===== config.mk =====
export PLATFORM = sky130hd
export DESIGN_NAME = supply_setpoint_trigger_protection
export DESIGN_NICKNAME = d
export VERILOG_FILES = /design/src/design/supply_ctl_pkg.sv /design/src/design/second_delay.sv /design/src/design/supply_setpoint_trigger_protection.sv
export SDC_FILE = /design/constraint.sdc
export NUM_CORES = 1
export LEC_CHECK = 0
export BUFFER_PORTS_ARGS = -buffer_cell sky130_fd_sc_hd__buf_2
export CAP_MARGIN = 10
export CORE_MARGIN = 3
export CORE_UTILIZATION = 40
export DETAILED_ROUTE_END_ITERATION = 12
export SLEW_MARGIN = 10
export SYNTH_ARGS = -nofsm -noshare
export SYNTH_HDL_FRONTEND = slang
export SYNTH_SLANG_ARGS = --single-unit

===== constraint.sdc =====
create_clock -name hclk -period 10.1 [get_ports hclk]
set_input_delay 1.515 -clock hclk [delete_from_list [all_inputs] [get_ports hclk]]
set_output_delay 1.515 -clock hclk [all_outputs]
set_load 0.02 [all_outputs]

===== src/design/supply_ctl_pkg.sv =====
// Package: register map, field positions, reset values and timing for the supply control block.
// Assumes a 40 MHz hclk and an AHB-Lite register bus with 32-bit words.
package supply_ctl_pkg;
  localparam int unsigned CLK_HZ              = 40_000_000;
  localparam int unsigned SECOND_S            = 1;
  localparam int unsigned CYCLES_PER_SECOND   = CLK_HZ * SECOND_S;
  localparam logic [15:0] TRIG_DELAY_MAX_S    = 16'h0E10;
  localparam logic [15:0] TRIG_DELAY_RESET_S  = 16'h0000;
  // Set-points in 100 uV units, 20 bits
  localparam int unsigned VW                  = 20;
  localparam logic [19:0] VSTEP_MIN_A         = 20'h00004;
  localparam logic [19:0] VSTEP_MIN_B         = 20'h0000A;
  localparam logic [19:0] VMAX_LOW            = 20'h141E0;
  localparam logic [19:0] VMAX_HIGH           = 20'h324B0;
  localparam logic [19:0] IMAX_LOW            = 20'h324B0;
  localparam logic [19:0] IMAX_HIGH           = 20'h19258;
  localparam logic [19:0] OVP_RESET           = 20'h35B60;
  localparam logic [19:0] VOLT_RESET          = 20'h00000;
  // Register byte offsets
  localparam logic [7:0] A_CMD      = 8'h00;
  localparam logic [7:0] A_VOLT     = 8'h04;
  localparam logic [7:0] A_STEP     = 8'h08;
  localparam logic [7:0] A_VTRIG    = 8'h0C;
  localparam logic [7:0] A_OVP      = 8'h10;
  localparam logic [7:0] A_CTRL     = 8'h14;
  localparam logic [7:0] A_DELAY    = 8'h18;
  localparam logic [7:0] A_STATUS   = 8'h1C;
  localparam logic [7:0] A_STEPDEF  = 8'h20;
  localparam logic [7:0] A_VTRIGMAX = 8'h24;
  localparam logic [7:0] A_IMAX     = 8'h28;
  // Command bits (write-one pulses at A_CMD)
  localparam int unsigned C_UP       = 0;
  localparam int unsigned C_DOWN     = 1;
  localparam int unsigned C_STEPDEF  = 2;
  localparam int unsigned C_OVPCLR   = 3;
  localparam int unsigned C_INIT     = 4;
  localparam int unsigned C_TRG      = 5;
  localparam int unsigned C_IFRESET  = 6;
  localparam int unsigned C_REMOTE   = 7;
  localparam int unsigned C_OPC      = 8;
  localparam int unsigned C_WAI      = 9;
  // Control fields
  localparam int unsigned F_OVP_EN   = 0;
  localparam int unsigned F_RANGE    = 1;
  localparam int unsigned F_SRC      = 2;
  // Status fields
  localparam int unsigned S_TRIPPED  = 0;
  localparam int unsigned S_ARMED    = 1;
  localparam int unsigned S_BUSY     = 2;
  localparam int unsigned S_OPC_EVT  = 3;
  localparam int unsigned S_OPC_QRY  = 4;
  localparam int unsigned S_REMOTE   = 5;
  localparam int unsigned S_VTPROG   = 6;
  localparam int unsigned S_CROWBAR  = 7;
  localparam logic RANGE_LOW   = 1'b0;
  localparam logic SRC_BUS     = 1'b0;
  localparam logic SRC_INSTANT = 1'b1;
  typedef enum logic [1:0] {
    TRIG_IDLE  = 2'b00,
    TRIG_ARMED = 2'b01,
    TRIG_WAIT  = 2'b11
  } trig_state_t;
endpackage : supply_ctl_pkg


===== src/design/second_delay.sv =====
// Seconds-resolution delay timer for the trigger path.
// Assumes start is a one-cycle pulse; done pulses once when the count runs out.
module second_delay #(
  parameter int unsigned CYC_PER_S = supply_ctl_pkg::CYCLES_PER_SECOND
) (
  // Clock and reset
  input  wire logic        hclk,
  input  wire logic        hresetn,
  // Control
  input  wire logic        start,
  input  wire logic        abort,
  input  wire logic [15:0] seconds,
  output logic             done
);
  import supply_ctl_pkg::*;

  logic [31:0] tick_reg;
  logic [31:0] tick_next;
  logic [15:0] sec_reg;
  logic [15:0] sec_next;
  logic        run_reg;
  logic        run_next;
  logic        done_reg;
  logic        done_next;

  always_comb begin
    tick_next = tick_reg;
    sec_next  = sec_reg;
    run_next  = run_reg;
    done_next = 1'b0;
    // Start wins: the caller still shows abort in the cycle it starts
    if (start) begin
      // Zero delay still costs one cycle so the path is uniform
      tick_next = 32'h00000000;
      sec_next  = seconds;
      run_next  = (seconds != 16'h0000);
      done_next = (seconds == 16'h0000);
    end else if (abort) begin
      run_next = 1'b0;
    end else if (run_reg) begin
      if (tick_reg == CYC_PER_S - 1) begin
        tick_next = 32'h00000000;
        sec_next  = sec_reg - 16'h0001;
        if (sec_reg == 16'h0001) begin
          run_next  = 1'b0;
          done_next = 1'b1;
        end
      end else begin
        tick_next = tick_reg + 32'h00000001;
      end
    end
  end

  always_ff @(posedge hclk or negedge hresetn) begin
    if (!hresetn) begin
      tick_reg <= 32'h00000000;
      sec_reg  <= 16'h0000;
      run_reg  <= 1'b0;
      done_reg <= 1'b0;
    end else begin
      tick_reg <= tick_next;
      sec_reg  <= sec_next;
      run_reg  <= run_next;
      done_reg <= done_next;
    end
  end

  assign done = done_reg;
endmodule // second_delay


===== src/design/supply_setpoint_trigger_protection.sv =====
// Voltage set-point, trigger and overvoltage control behind an AHB-Lite slave.
// Assumes one AHB-Lite master, word transfers, and an analog overvoltage comparator input.
module supply_setpoint_trigger_protection #(
  parameter logic                  MODEL_B   = 1'b0,
  parameter int unsigned           CYC_PER_S = supply_ctl_pkg::CYCLES_PER_SECOND
) (
  // Clock and reset
  input  wire logic        hclk,
  input  wire logic        hresetn,
  // AHB-Lite slave
  input  wire logic        hsel,
  input  wire logic [31:0] haddr,
  input  wire logic [1:0]  htrans,
  input  wire logic        hwrite,
  input  wire logic [2:0]  hsize,
  input  wire logic [31:0] hwdata,
  input  wire logic        hready,
  output logic [31:0]      hrdata,
  output logic             hreadyout,
  output logic             hresp,
  // Analog side
  input  wire logic        excess_potential_flag,
  input  wire logic        bus_get,
  output logic [19:0]      volt_setpoint,
  output logic             crowbar_fire,
  output logic             trig_applied
);
  import supply_ctl_pkg::*;

  function automatic logic [19:0] clamp_v(input logic [20:0] v, input logic rng);
    logic [19:0] lim;
    lim = (rng == RANGE_LOW) ? VMAX_LOW : VMAX_HIGH;
    clamp_v = (v > {1'b0, lim}) ? lim : v[19:0];
  endfunction

  logic [19:0] step_min;
  assign step_min = MODEL_B ? VSTEP_MIN_B : VSTEP_MIN_A;

  // Bus address phase capture
  logic       ph_wr_reg, ph_wr_next;
  logic       ph_rd_reg, ph_rd_next;
  logic [7:0] ph_a_reg, ph_a_next;
  logic       stall;
  logic       rd_wait;
  logic       rd_done_reg, rd_done_next;
  logic       take;
  assign take = hsel && hready && htrans[1];
  // One wait state per read so hrdata comes from a flop
  assign rd_wait = ph_rd_reg && !rd_done_reg;

  // Control state
  logic [19:0]  volt_reg, volt_next;
  logic [19:0]  step_reg, step_next;
  logic [19:0]  vtrig_reg, vtrig_next;
  logic         vtprog_reg, vtprog_next;
  logic [19:0]  ovp_reg, ovp_next;
  logic         ovp_en_reg, ovp_en_next;
  logic         range_reg, range_next;
  logic         src_reg, src_next;
  logic [15:0]  delay_reg, delay_next;
  logic         tripped_reg, tripped_next;
  logic [19:0]  saved_reg, saved_next;
  logic         remote_reg, remote_next;
  logic         opc_evt_reg, opc_evt_next;
  logic         opc_qry_reg, opc_qry_next;
  logic         opc_arm_reg, opc_arm_next;
  logic         wai_reg, wai_next;
  logic         applied_reg, applied_next;
  trig_state_t  ts_reg, ts_next;
  logic         dly_start;
  logic         dly_done;
  logic [31:0]  rdata_next;
  logic [31:0]  rdata_reg;

  second_delay #(.CYC_PER_S(CYC_PER_S)) u_delay (
    .hclk    (hclk),
    .hresetn (hresetn),
    .start   (dly_start),
    .abort   (ts_reg != TRIG_WAIT),
    .seconds (delay_reg),
    .done    (dly_done)
  );

  logic busy;
  assign busy  = (ts_reg == TRIG_WAIT);
  // Wait holds the bus off so no later command lands mid-trigger
  assign stall = wai_reg && busy;

  logic [31:0] cmd;
  logic        wr_go;
  assign wr_go = ph_wr_reg && !stall;
  assign cmd   = (wr_go && ph_a_reg == A_CMD) ? hwdata : 32'h00000000;

  always_comb begin
    ph_wr_next   = ph_wr_reg;
    ph_rd_next   = ph_rd_reg;
    ph_a_next    = ph_a_reg;
    rd_done_next = rd_wait;
    if (!stall && !rd_wait) begin
      ph_wr_next = take && hwrite;
      ph_rd_next = take && !hwrite;
      ph_a_next  = haddr[7:0];
    end
  end

  always_comb begin
    volt_next    = volt_reg;
    step_next    = step_reg;
    vtrig_next   = vtrig_reg;
    vtprog_next  = vtprog_reg;
    ovp_next     = ovp_reg;
    ovp_en_next  = ovp_en_reg;
    range_next   = range_reg;
    src_next     = src_reg;
    delay_next   = delay_reg;
    tripped_next = tripped_reg;
    saved_next   = saved_reg;
    remote_next  = remote_reg;
    opc_evt_next = opc_evt_reg;
    opc_qry_next = opc_qry_reg;
    opc_arm_next = opc_arm_reg;
    wai_next     = wai_reg && busy;
    applied_next = 1'b0;
    ts_next      = ts_reg;
    dly_start    = 1'b0;
    if (wr_go) begin
      if (ph_a_reg == A_VOLT) begin
        volt_next = clamp_v({1'b0, hwdata[19:0]}, range_reg);
      end else if (ph_a_reg == A_STEP) begin
        step_next = hwdata[19:0];
      end else if (ph_a_reg == A_VTRIG) begin
        vtrig_next  = clamp_v({1'b0, hwdata[19:0]}, range_reg);
        vtprog_next = 1'b1;
      end else if (ph_a_reg == A_OVP) begin
        ovp_next = hwdata[19:0];
      end else if (ph_a_reg == A_CTRL) begin
        ovp_en_next = hwdata[F_OVP_EN];
        range_next  = hwdata[F_RANGE];
        src_next    = hwdata[F_SRC];
        volt_next   = clamp_v({1'b0, volt_reg}, hwdata[F_RANGE]);
      end else if (ph_a_reg == A_DELAY) begin
        delay_next = (hwdata[15:0] > TRIG_DELAY_MAX_S) ? TRIG_DELAY_MAX_S : hwdata[15:0];
      end
    end
    if (cmd[C_STEPDEF]) begin
      step_next = step_min;
    end
    if (cmd[C_UP]) begin
      volt_next = clamp_v({1'b0, volt_reg} + {1'b0, step_reg}, range_reg);
    end else if (cmd[C_DOWN]) begin
      volt_next = (volt_reg > step_reg) ? volt_reg - step_reg : 20'h00000;
    end
    if (cmd[C_REMOTE]) begin
      remote_next = 1'b1;
    end
    if (cmd[C_IFRESET]) begin
      src_next = SRC_BUS;
      ts_next  = TRIG_IDLE;
    end
    if (cmd[C_OPC]) begin
      opc_arm_next = 1'b1;
      opc_qry_next = 1'b0;
    end
    if (cmd[C_WAI]) begin
      wai_next = busy;
    end
    case (ts_reg)
      TRIG_IDLE: begin
        if (cmd[C_INIT]) begin
          if (src_reg == SRC_INSTANT) begin
            volt_next    = clamp_v({1'b0, vtprog_reg ? vtrig_reg : volt_reg}, range_reg);
            applied_next = 1'b1;
          end else begin
            ts_next = TRIG_ARMED;
          end
        end
      end
      TRIG_ARMED: begin
        // Serial hosts must be in remote before the software trigger
        if ((cmd[C_TRG] && remote_reg) || bus_get) begin
          ts_next   = TRIG_WAIT;
          dly_start = 1'b1;
        end
      end
      TRIG_WAIT: begin
        if (dly_done) begin
          volt_next    = clamp_v({1'b0, vtprog_reg ? vtrig_reg : volt_reg}, range_reg);
          applied_next = 1'b1;
          ts_next      = TRIG_IDLE;
        end
      end
      default: begin
        ts_next = TRIG_IDLE;
      end
    endcase
    if (applied_next && (opc_arm_reg || cmd[C_OPC])) begin
      opc_evt_next = 1'b1;
      opc_qry_next = 1'b1;
      opc_arm_next = 1'b0;
    end
    if (tripped_reg && cmd[C_OVPCLR]) begin
      tripped_next = 1'b0;
      volt_next    = saved_reg;
    end
    // Clear wins: a trip cannot latch while tripped_reg is still set
    if (ovp_en_reg && excess_potential_flag && !tripped_reg) begin
      tripped_next = 1'b1;
      saved_next   = volt_reg;
    end
    if (wr_go && ph_a_reg == A_STATUS && hwdata[S_OPC_EVT] && !applied_next) begin
      opc_evt_next = 1'b0;
    end
  end

  always_comb begin
    rdata_next = 32'h00000000;
    if (ph_a_reg == A_VOLT) begin
      rdata_next = {12'h000, volt_reg};
    end else if (ph_a_reg == A_STEP) begin
      rdata_next = {12'h000, step_reg};
    end else if (ph_a_reg == A_STEPDEF) begin
      rdata_next = {12'h000, step_min};
    end else if (ph_a_reg == A_VTRIG) begin
      rdata_next = {12'h000, vtprog_reg ? vtrig_reg : volt_reg};
    end else if (ph_a_reg == A_VTRIGMAX) begin
      rdata_next = {12'h000, (range_reg == RANGE_LOW) ? VMAX_LOW : VMAX_HIGH};
    end else if (ph_a_reg == A_IMAX) begin
      rdata_next = {12'h000, (range_reg == RANGE_LOW) ? IMAX_LOW : IMAX_HIGH};
    end else if (ph_a_reg == A_OVP) begin
      rdata_next = {12'h000, ovp_reg};
    end else if (ph_a_reg == A_CTRL) begin
      rdata_next = {29'h00000000, src_reg, range_reg, ovp_en_reg};
    end else if (ph_a_reg == A_DELAY) begin
      rdata_next = {16'h0000, delay_reg};
    end else if (ph_a_reg == A_STATUS) begin
      rdata_next = {24'h000000, tripped_reg, vtprog_reg, remote_reg, opc_qry_reg,
                    opc_evt_reg, busy, ts_reg == TRIG_ARMED, tripped_reg};
    end
  end

  always_ff @(posedge hclk or negedge hresetn) begin
    if (!hresetn) begin
      ph_wr_reg   <= 1'b0;
      ph_rd_reg   <= 1'b0;
      ph_a_reg    <= 8'h00;
      volt_reg    <= VOLT_RESET;
      step_reg    <= MODEL_B ? VSTEP_MIN_B : VSTEP_MIN_A;
      vtrig_reg   <= VOLT_RESET;
      vtprog_reg  <= 1'b0;
      ovp_reg     <= OVP_RESET;
      ovp_en_reg  <= 1'b1;
      range_reg   <= RANGE_LOW;
      src_reg     <= SRC_BUS;
      delay_reg   <= TRIG_DELAY_RESET_S;
      tripped_reg <= 1'b0;
      saved_reg   <= VOLT_RESET;
      remote_reg  <= 1'b0;
      opc_evt_reg <= 1'b0;
      opc_qry_reg <= 1'b0;
      opc_arm_reg <= 1'b0;
      wai_reg     <= 1'b0;
      rd_done_reg <= 1'b0;
      applied_reg <= 1'b0;
      ts_reg      <= TRIG_IDLE;
      rdata_reg   <= 32'h00000000;
    end else begin
      ph_wr_reg   <= ph_wr_next;
      ph_rd_reg   <= ph_rd_next;
      ph_a_reg    <= ph_a_next;
      volt_reg    <= volt_next;
      step_reg    <= step_next;
      vtrig_reg   <= vtrig_next;
      vtprog_reg  <= vtprog_next;
      ovp_reg     <= ovp_next;
      ovp_en_reg  <= ovp_en_next;
      range_reg   <= range_next;
      src_reg     <= src_next;
      delay_reg   <= delay_next;
      tripped_reg <= tripped_next;
      saved_reg   <= saved_next;
      remote_reg  <= remote_next;
      opc_evt_reg <= opc_evt_next;
      opc_qry_reg <= opc_qry_next;
      opc_arm_reg <= opc_arm_next;
      wai_reg     <= wai_next;
      rd_done_reg <= rd_done_next;
      applied_reg <= applied_next;
      ts_reg      <= ts_next;
      rdata_reg   <= rdata_next;
    end
  end

  assign hrdata        = rdata_reg;
  assign hreadyout     = !stall && !rd_wait;
  assign hresp         = 1'b0;
  assign volt_setpoint = volt_reg;
  assign crowbar_fire  = tripped_reg;
  assign trig_applied  = applied_reg;

  a_trip_sets: assert property (@(posedge hclk) disable iff (!hresetn)
    ovp_en_reg && excess_potential_flag && !tripped_reg |=> tripped_reg && crowbar_fire)
    else $error("trip not latched");
  a_clear_restores: assert property (@(posedge hclk) disable iff (!hresetn)
    tripped_reg && cmd[C_OVPCLR] && !excess_potential_flag |=> !tripped_reg
      && volt_reg == $past(saved_reg) && $stable(ovp_reg))
    else $error("clear did not restore");
  a_step_default: assert property (@(posedge hclk) disable iff (!hresetn)
    cmd[C_STEPDEF] |=> step_reg == step_min)
    else $error("default step wrong");
  a_volt_up: assert property (@(posedge hclk) disable iff (!hresetn)
    cmd[C_UP] && !applied_next && !(tripped_reg && cmd[C_OVPCLR])
      && ({1'b0, volt_reg} + {1'b0, step_reg}) <= {1'b0, VMAX_LOW}
      |=> volt_reg == $past(volt_reg) + $past(step_reg))
    else $error("up step wrong");
  a_instant_apply: assert property (@(posedge hclk) disable iff (!hresetn)
    ts_reg == TRIG_IDLE && cmd[C_INIT] && src_reg == SRC_INSTANT && !tripped_reg
      |=> trig_applied && ts_reg == TRIG_IDLE)
    else $error("instant initiate failed");
  a_bus_arm: assert property (@(posedge hclk) disable iff (!hresetn)
    ts_reg == TRIG_IDLE && cmd[C_INIT] && src_reg == SRC_BUS && !cmd[C_IFRESET]
      |=> ts_reg == TRIG_ARMED && !trig_applied)
    else $error("bus initiate did not arm");
  a_zero_delay: assert property (@(posedge hclk) disable iff (!hresetn)
    ts_reg == TRIG_ARMED && bus_get && delay_reg == 16'h0000 && !cmd[C_IFRESET]
      |=> ##1 trig_applied)
    else $error("zero delay trigger late");
  a_wait_stall: assert property (@(posedge hclk) disable iff (!hresetn)
    wai_reg && busy |-> !hreadyout)
    else $error("wait did not stall");
  a_delay_max: assert property (@(posedge hclk) disable iff (!hresetn)
    delay_reg <= TRIG_DELAY_MAX_S)
    else $error("delay over max");
  a_range_clamp: assert property (@(posedge hclk) disable iff (!hresetn)
    volt_reg <= ((range_reg == RANGE_LOW) ? VMAX_LOW : VMAX_HIGH))
    else $error("voltage over range");

  c_instant: cover property (@(posedge hclk) disable iff (!hresetn)
    cmd[C_INIT] && src_reg == SRC_INSTANT);
  c_bus_trig: cover property (@(posedge hclk) disable iff (!hresetn)
    ts_reg == TRIG_WAIT ##1 trig_applied);
  c_trip_clear: cover property (@(posedge hclk) disable iff (!hresetn)
    tripped_reg ##1 !tripped_reg);
  c_stall: cover property (@(posedge hclk) disable iff (!hresetn) stall);
endmodule // supply_setpoint_trigger_protection


==> flow_summary.toml <==
[status]
outcome = "finished clean"

[floorplan]
ios = 132
fp.dieW_microns = 193
die_area_sq_mm = 0.0371
core_sq_mm = 0.0340
start_util_pct = 41.1
die_h_microns = 193
rows = 67

[final_layout]
largest_register_ffs = 32
diodes = 0
instances_no_fill = 2101
area_growth_syn_to_layout_pct = 11.7
final_common_cell = "dfrtp_1"
final_util_pct = 45.9
layout_common_cells = "199 x dfrtp_1, 160 x nand2_1, 137 x o21ai_0"
multi_input_area_sq_mm = 0.00802
final_nets = 1788
drive_above_1_share_pct = 14.2
nFillCells = 3391
seq_area_sq_mm = 0.00527

[logic_synthesis]
synthFlopType = "dfrtp_1"
yosys_warnings = 0
synth_area_per_cell_sq_um = 8.74
synth_edf_count = 0
synthesis.instances = 1595
ys_ff_latch = 210
async_reset_ff_share_pct = 100
netlist_area_sq_mm = 0.0139
yosysUniqueCellTypes = 87
yosysSeqAreaShare_pct = 37.8

[sta]
fin_crit_sh_pct = 61.8
fin_hold_ws_ps = 420
maxSlewViolCount = 0
finalSetupViolations = 0
fin_worst_skew_ps = 10.8
fin_setup_tns_ps = 0
fin_crit_ps = 6250
slew_headroom_pct = 26.0
rsz0062_at_grt = "false"
hold_violations = 0
max_freq_mhz = 160
worstMarginPinSlew_ps = 1100

[global_route]
grt.overflow.total = 0
grt_max_degree = 78
antenna_found_initial = 1
track_usage_pct = 25.0
grt_pass1_wl_microns = 72100
grt_pass1_vias = 12159

[pwr]
p_int_mw = 1.68
clkPwrFrac_pct = 40.1
ir_drop_mv = 0.118
power_density_mw_per_mm2 = 155
power_frac_seq_pct = 39.3
switchingPower_mw = 0.737
p_leak_nw = 6.94
swShare_pct = 30.5
comb_power_share_pct = 20.6
report.power.total_mw = 2.42

[drt]
met3_length_microns = 3260
wirelength_microns = 47300
viasPerCell = 6.13
drc_errors = 0
drtAntennaViolNets = 0
drtIter0Drc = 1197
dr.pass1.iters = 6
drt-met1-wl_microns = 20900
wl_met2_microns = 21400
top_layer_used = "met5"
routedWlPerCell_microns = 22.5
vias = 12871

[critical_path]
worstPathRequired_ps = 10500
reg2reg_slack_ps = 3850
r2r_start = "step_reg[2]$_DFFE_PN1P_"
end_kind = "flip-flop"
r2r-end = "volt_setpoint[7]$_DFF_PN0_"
cp-start-kind = "flip-flop"
critPathMaxFanout = 12
arrival_ps = 6640
path_class = "reg -> reg"
rr_worst_depth = 19

[clock_tree]
post_cts_resized = 0
ctsRootBufferMaster = "clkbuf_16"
htree_levels = 1
clk_pin_slew_ps = 60
clkSinkCount = 210
cts_inserted_buffers = 24
cts_setup_buffers = 0
cts_tree = "built"
ctsLongestPathBuffers = 3
ctsHoldBuffers = 0
clock_latency_ps = 520

[place]
dp.cells = 2057
hpwl_microns = 34800
port_buffers = 78
gp_congestion = 0.926

[worst_hold_path]
hold_path_class = "reg -> reg"
hold_start = "rd_done_reg$_DFF_PN0_"
hold_end = "rd_done_reg$_DFF_PN0_"
whs_path_depth = 1

[run]
cap_violations = 0
[power groups by stage]
stage | Combinational [mW] | Clock (mW) | Sequential, mW
floorplan | 0.336 | 0 | 0.957
global placement | 0.485 | 0 | 0.962
detailed placement | 0.491 | 0 | 0.964
CTS | 0.493 | 0.988 | 0.949
global route | 0.554 | 1.03 | 0.957
finish | 0.498 | 0.971 | 0.951
[how the worst max path moves through the flow]
| stage | start | endpoint | slack [ps] | cells past startpoint |
|---|---|---|---|---|
| 6_report | step_reg[2]$_DFFE_PN1P_ | volt_setpoint[7]$_DFF_PN0_ | 3850 | 19 |
| 5_1_grt | step_reg[2]$_DFFE_PN1P_ | volt_setpoint[5]$_DFF_PN0_ | 3570 | 19 |
| 3_5_place_dp | step_reg[2]$_DFFE_PN1P_ | volt_setpoint[7]$_DFF_PN0_ | 4040 | 19 |
| 4_1_cts | step_reg[2]$_DFFE_PN1P_ | volt_setpoint[5]$_DFF_PN0_ | 4020 | 19 |
| 3_3_place_gp | step_reg[2]$_DFFE_PN1P_ | volt_setpoint[5]$_DFF_PN0_ | 4070 | 19 |
| 2_1_floorplan | volt_setpoint[0]$_DFF_PN0_ | volt_setpoint[5]$_DFF_PN0_ | 5270 | 21 |
[layer usage]
metal  track usage [%]  up-vias
met5                 0        -
met4              8.13        2
met3              3.16      112
met2              39.2      525
met1              35.9     6325
li1                  -     5907
[critical path, stage by stage (launching register included)]
cell,delay [ps]
dfstp_2,540
inv_1,100
ha_1,460
o21bai_1,180
a2111oi_2,650
o21ai_0,350
or3_1,370
o21ai_0,100
xor2_1,150
ha_1,320
nand2_1,90
or4_1,400
nor3_1,200
nor2_1,70
nor4_1,330
nand3b_1,120
o311ai_1,530
and3_1,670
nand2_1,110
a221o_1,350
[metrics by stage]
stage | worst slack (ps) | cell area [sq um]
floorplan | 5270 | 14000
global placement | 4070 | 14700
detailed placement | 4040 | 14700
CTS | 4020 | 15600
global route | 3570 | 15600
finish | 3850 | 15600
[synth_stat cells, types with 14 or more instances]
cell      count  area share, %
nand4_1      23            1.0
and3_1       20           0.90
xor2_1       25            1.6
xnor2_1      30            1.9
nand3_1      54            1.9
a211oi_1     14           0.75
mux2i_1      23            1.7
a221oi_1     19            1.2
a31oi_1      18           0.81
inv_1        66            1.8
o21ai_0     138            5.0
ha_1         75            6.7
nor3_1       29            1.0
a21oi_1     107            3.8
dfrtp_1     199             36
nand2_1     160            4.3
a21o_1       22            1.2
mux2_2       44            3.6
clkbuf_1     70            1.9
nor2b_1      22           0.99
nor2_1      134            3.6
a22oi_1      25            1.3
nor4_1       27            1.2
[final cells by class]
| type | instances | share of cell area [%] |
|---|---|---|
| multi-input cells | 1228 | 51.5 |
| inverters | 70 | 1.69 |
| well taps | 448 | 3.60 |
| clock inverters | 13 | 1.30 |
| flip-flops and latches | 210 | 33.8 |
| clock buffers | 31 | 4.36 |
| repair buffers | 101 | 3.68 |
[cell families (layout without fill, tap and decap cells)]
logic type	Yosys count	after routing	share of synthesized area (%)
AND/OR/NAND/NOR	537	537	18.8
AO/OA/AOI/OAI	479	479	22.6
flip-flops	210	210	37.8
buffers and inverters	169	215	5.08
adder cells (fa/ha/maj)	77	77	7.02
multiplexers	67	67	5.21
XOR/XNOR	55	55	3.46
other	1	13	0.0269
No activity file was read; power rests on OpenSTA's default activity.
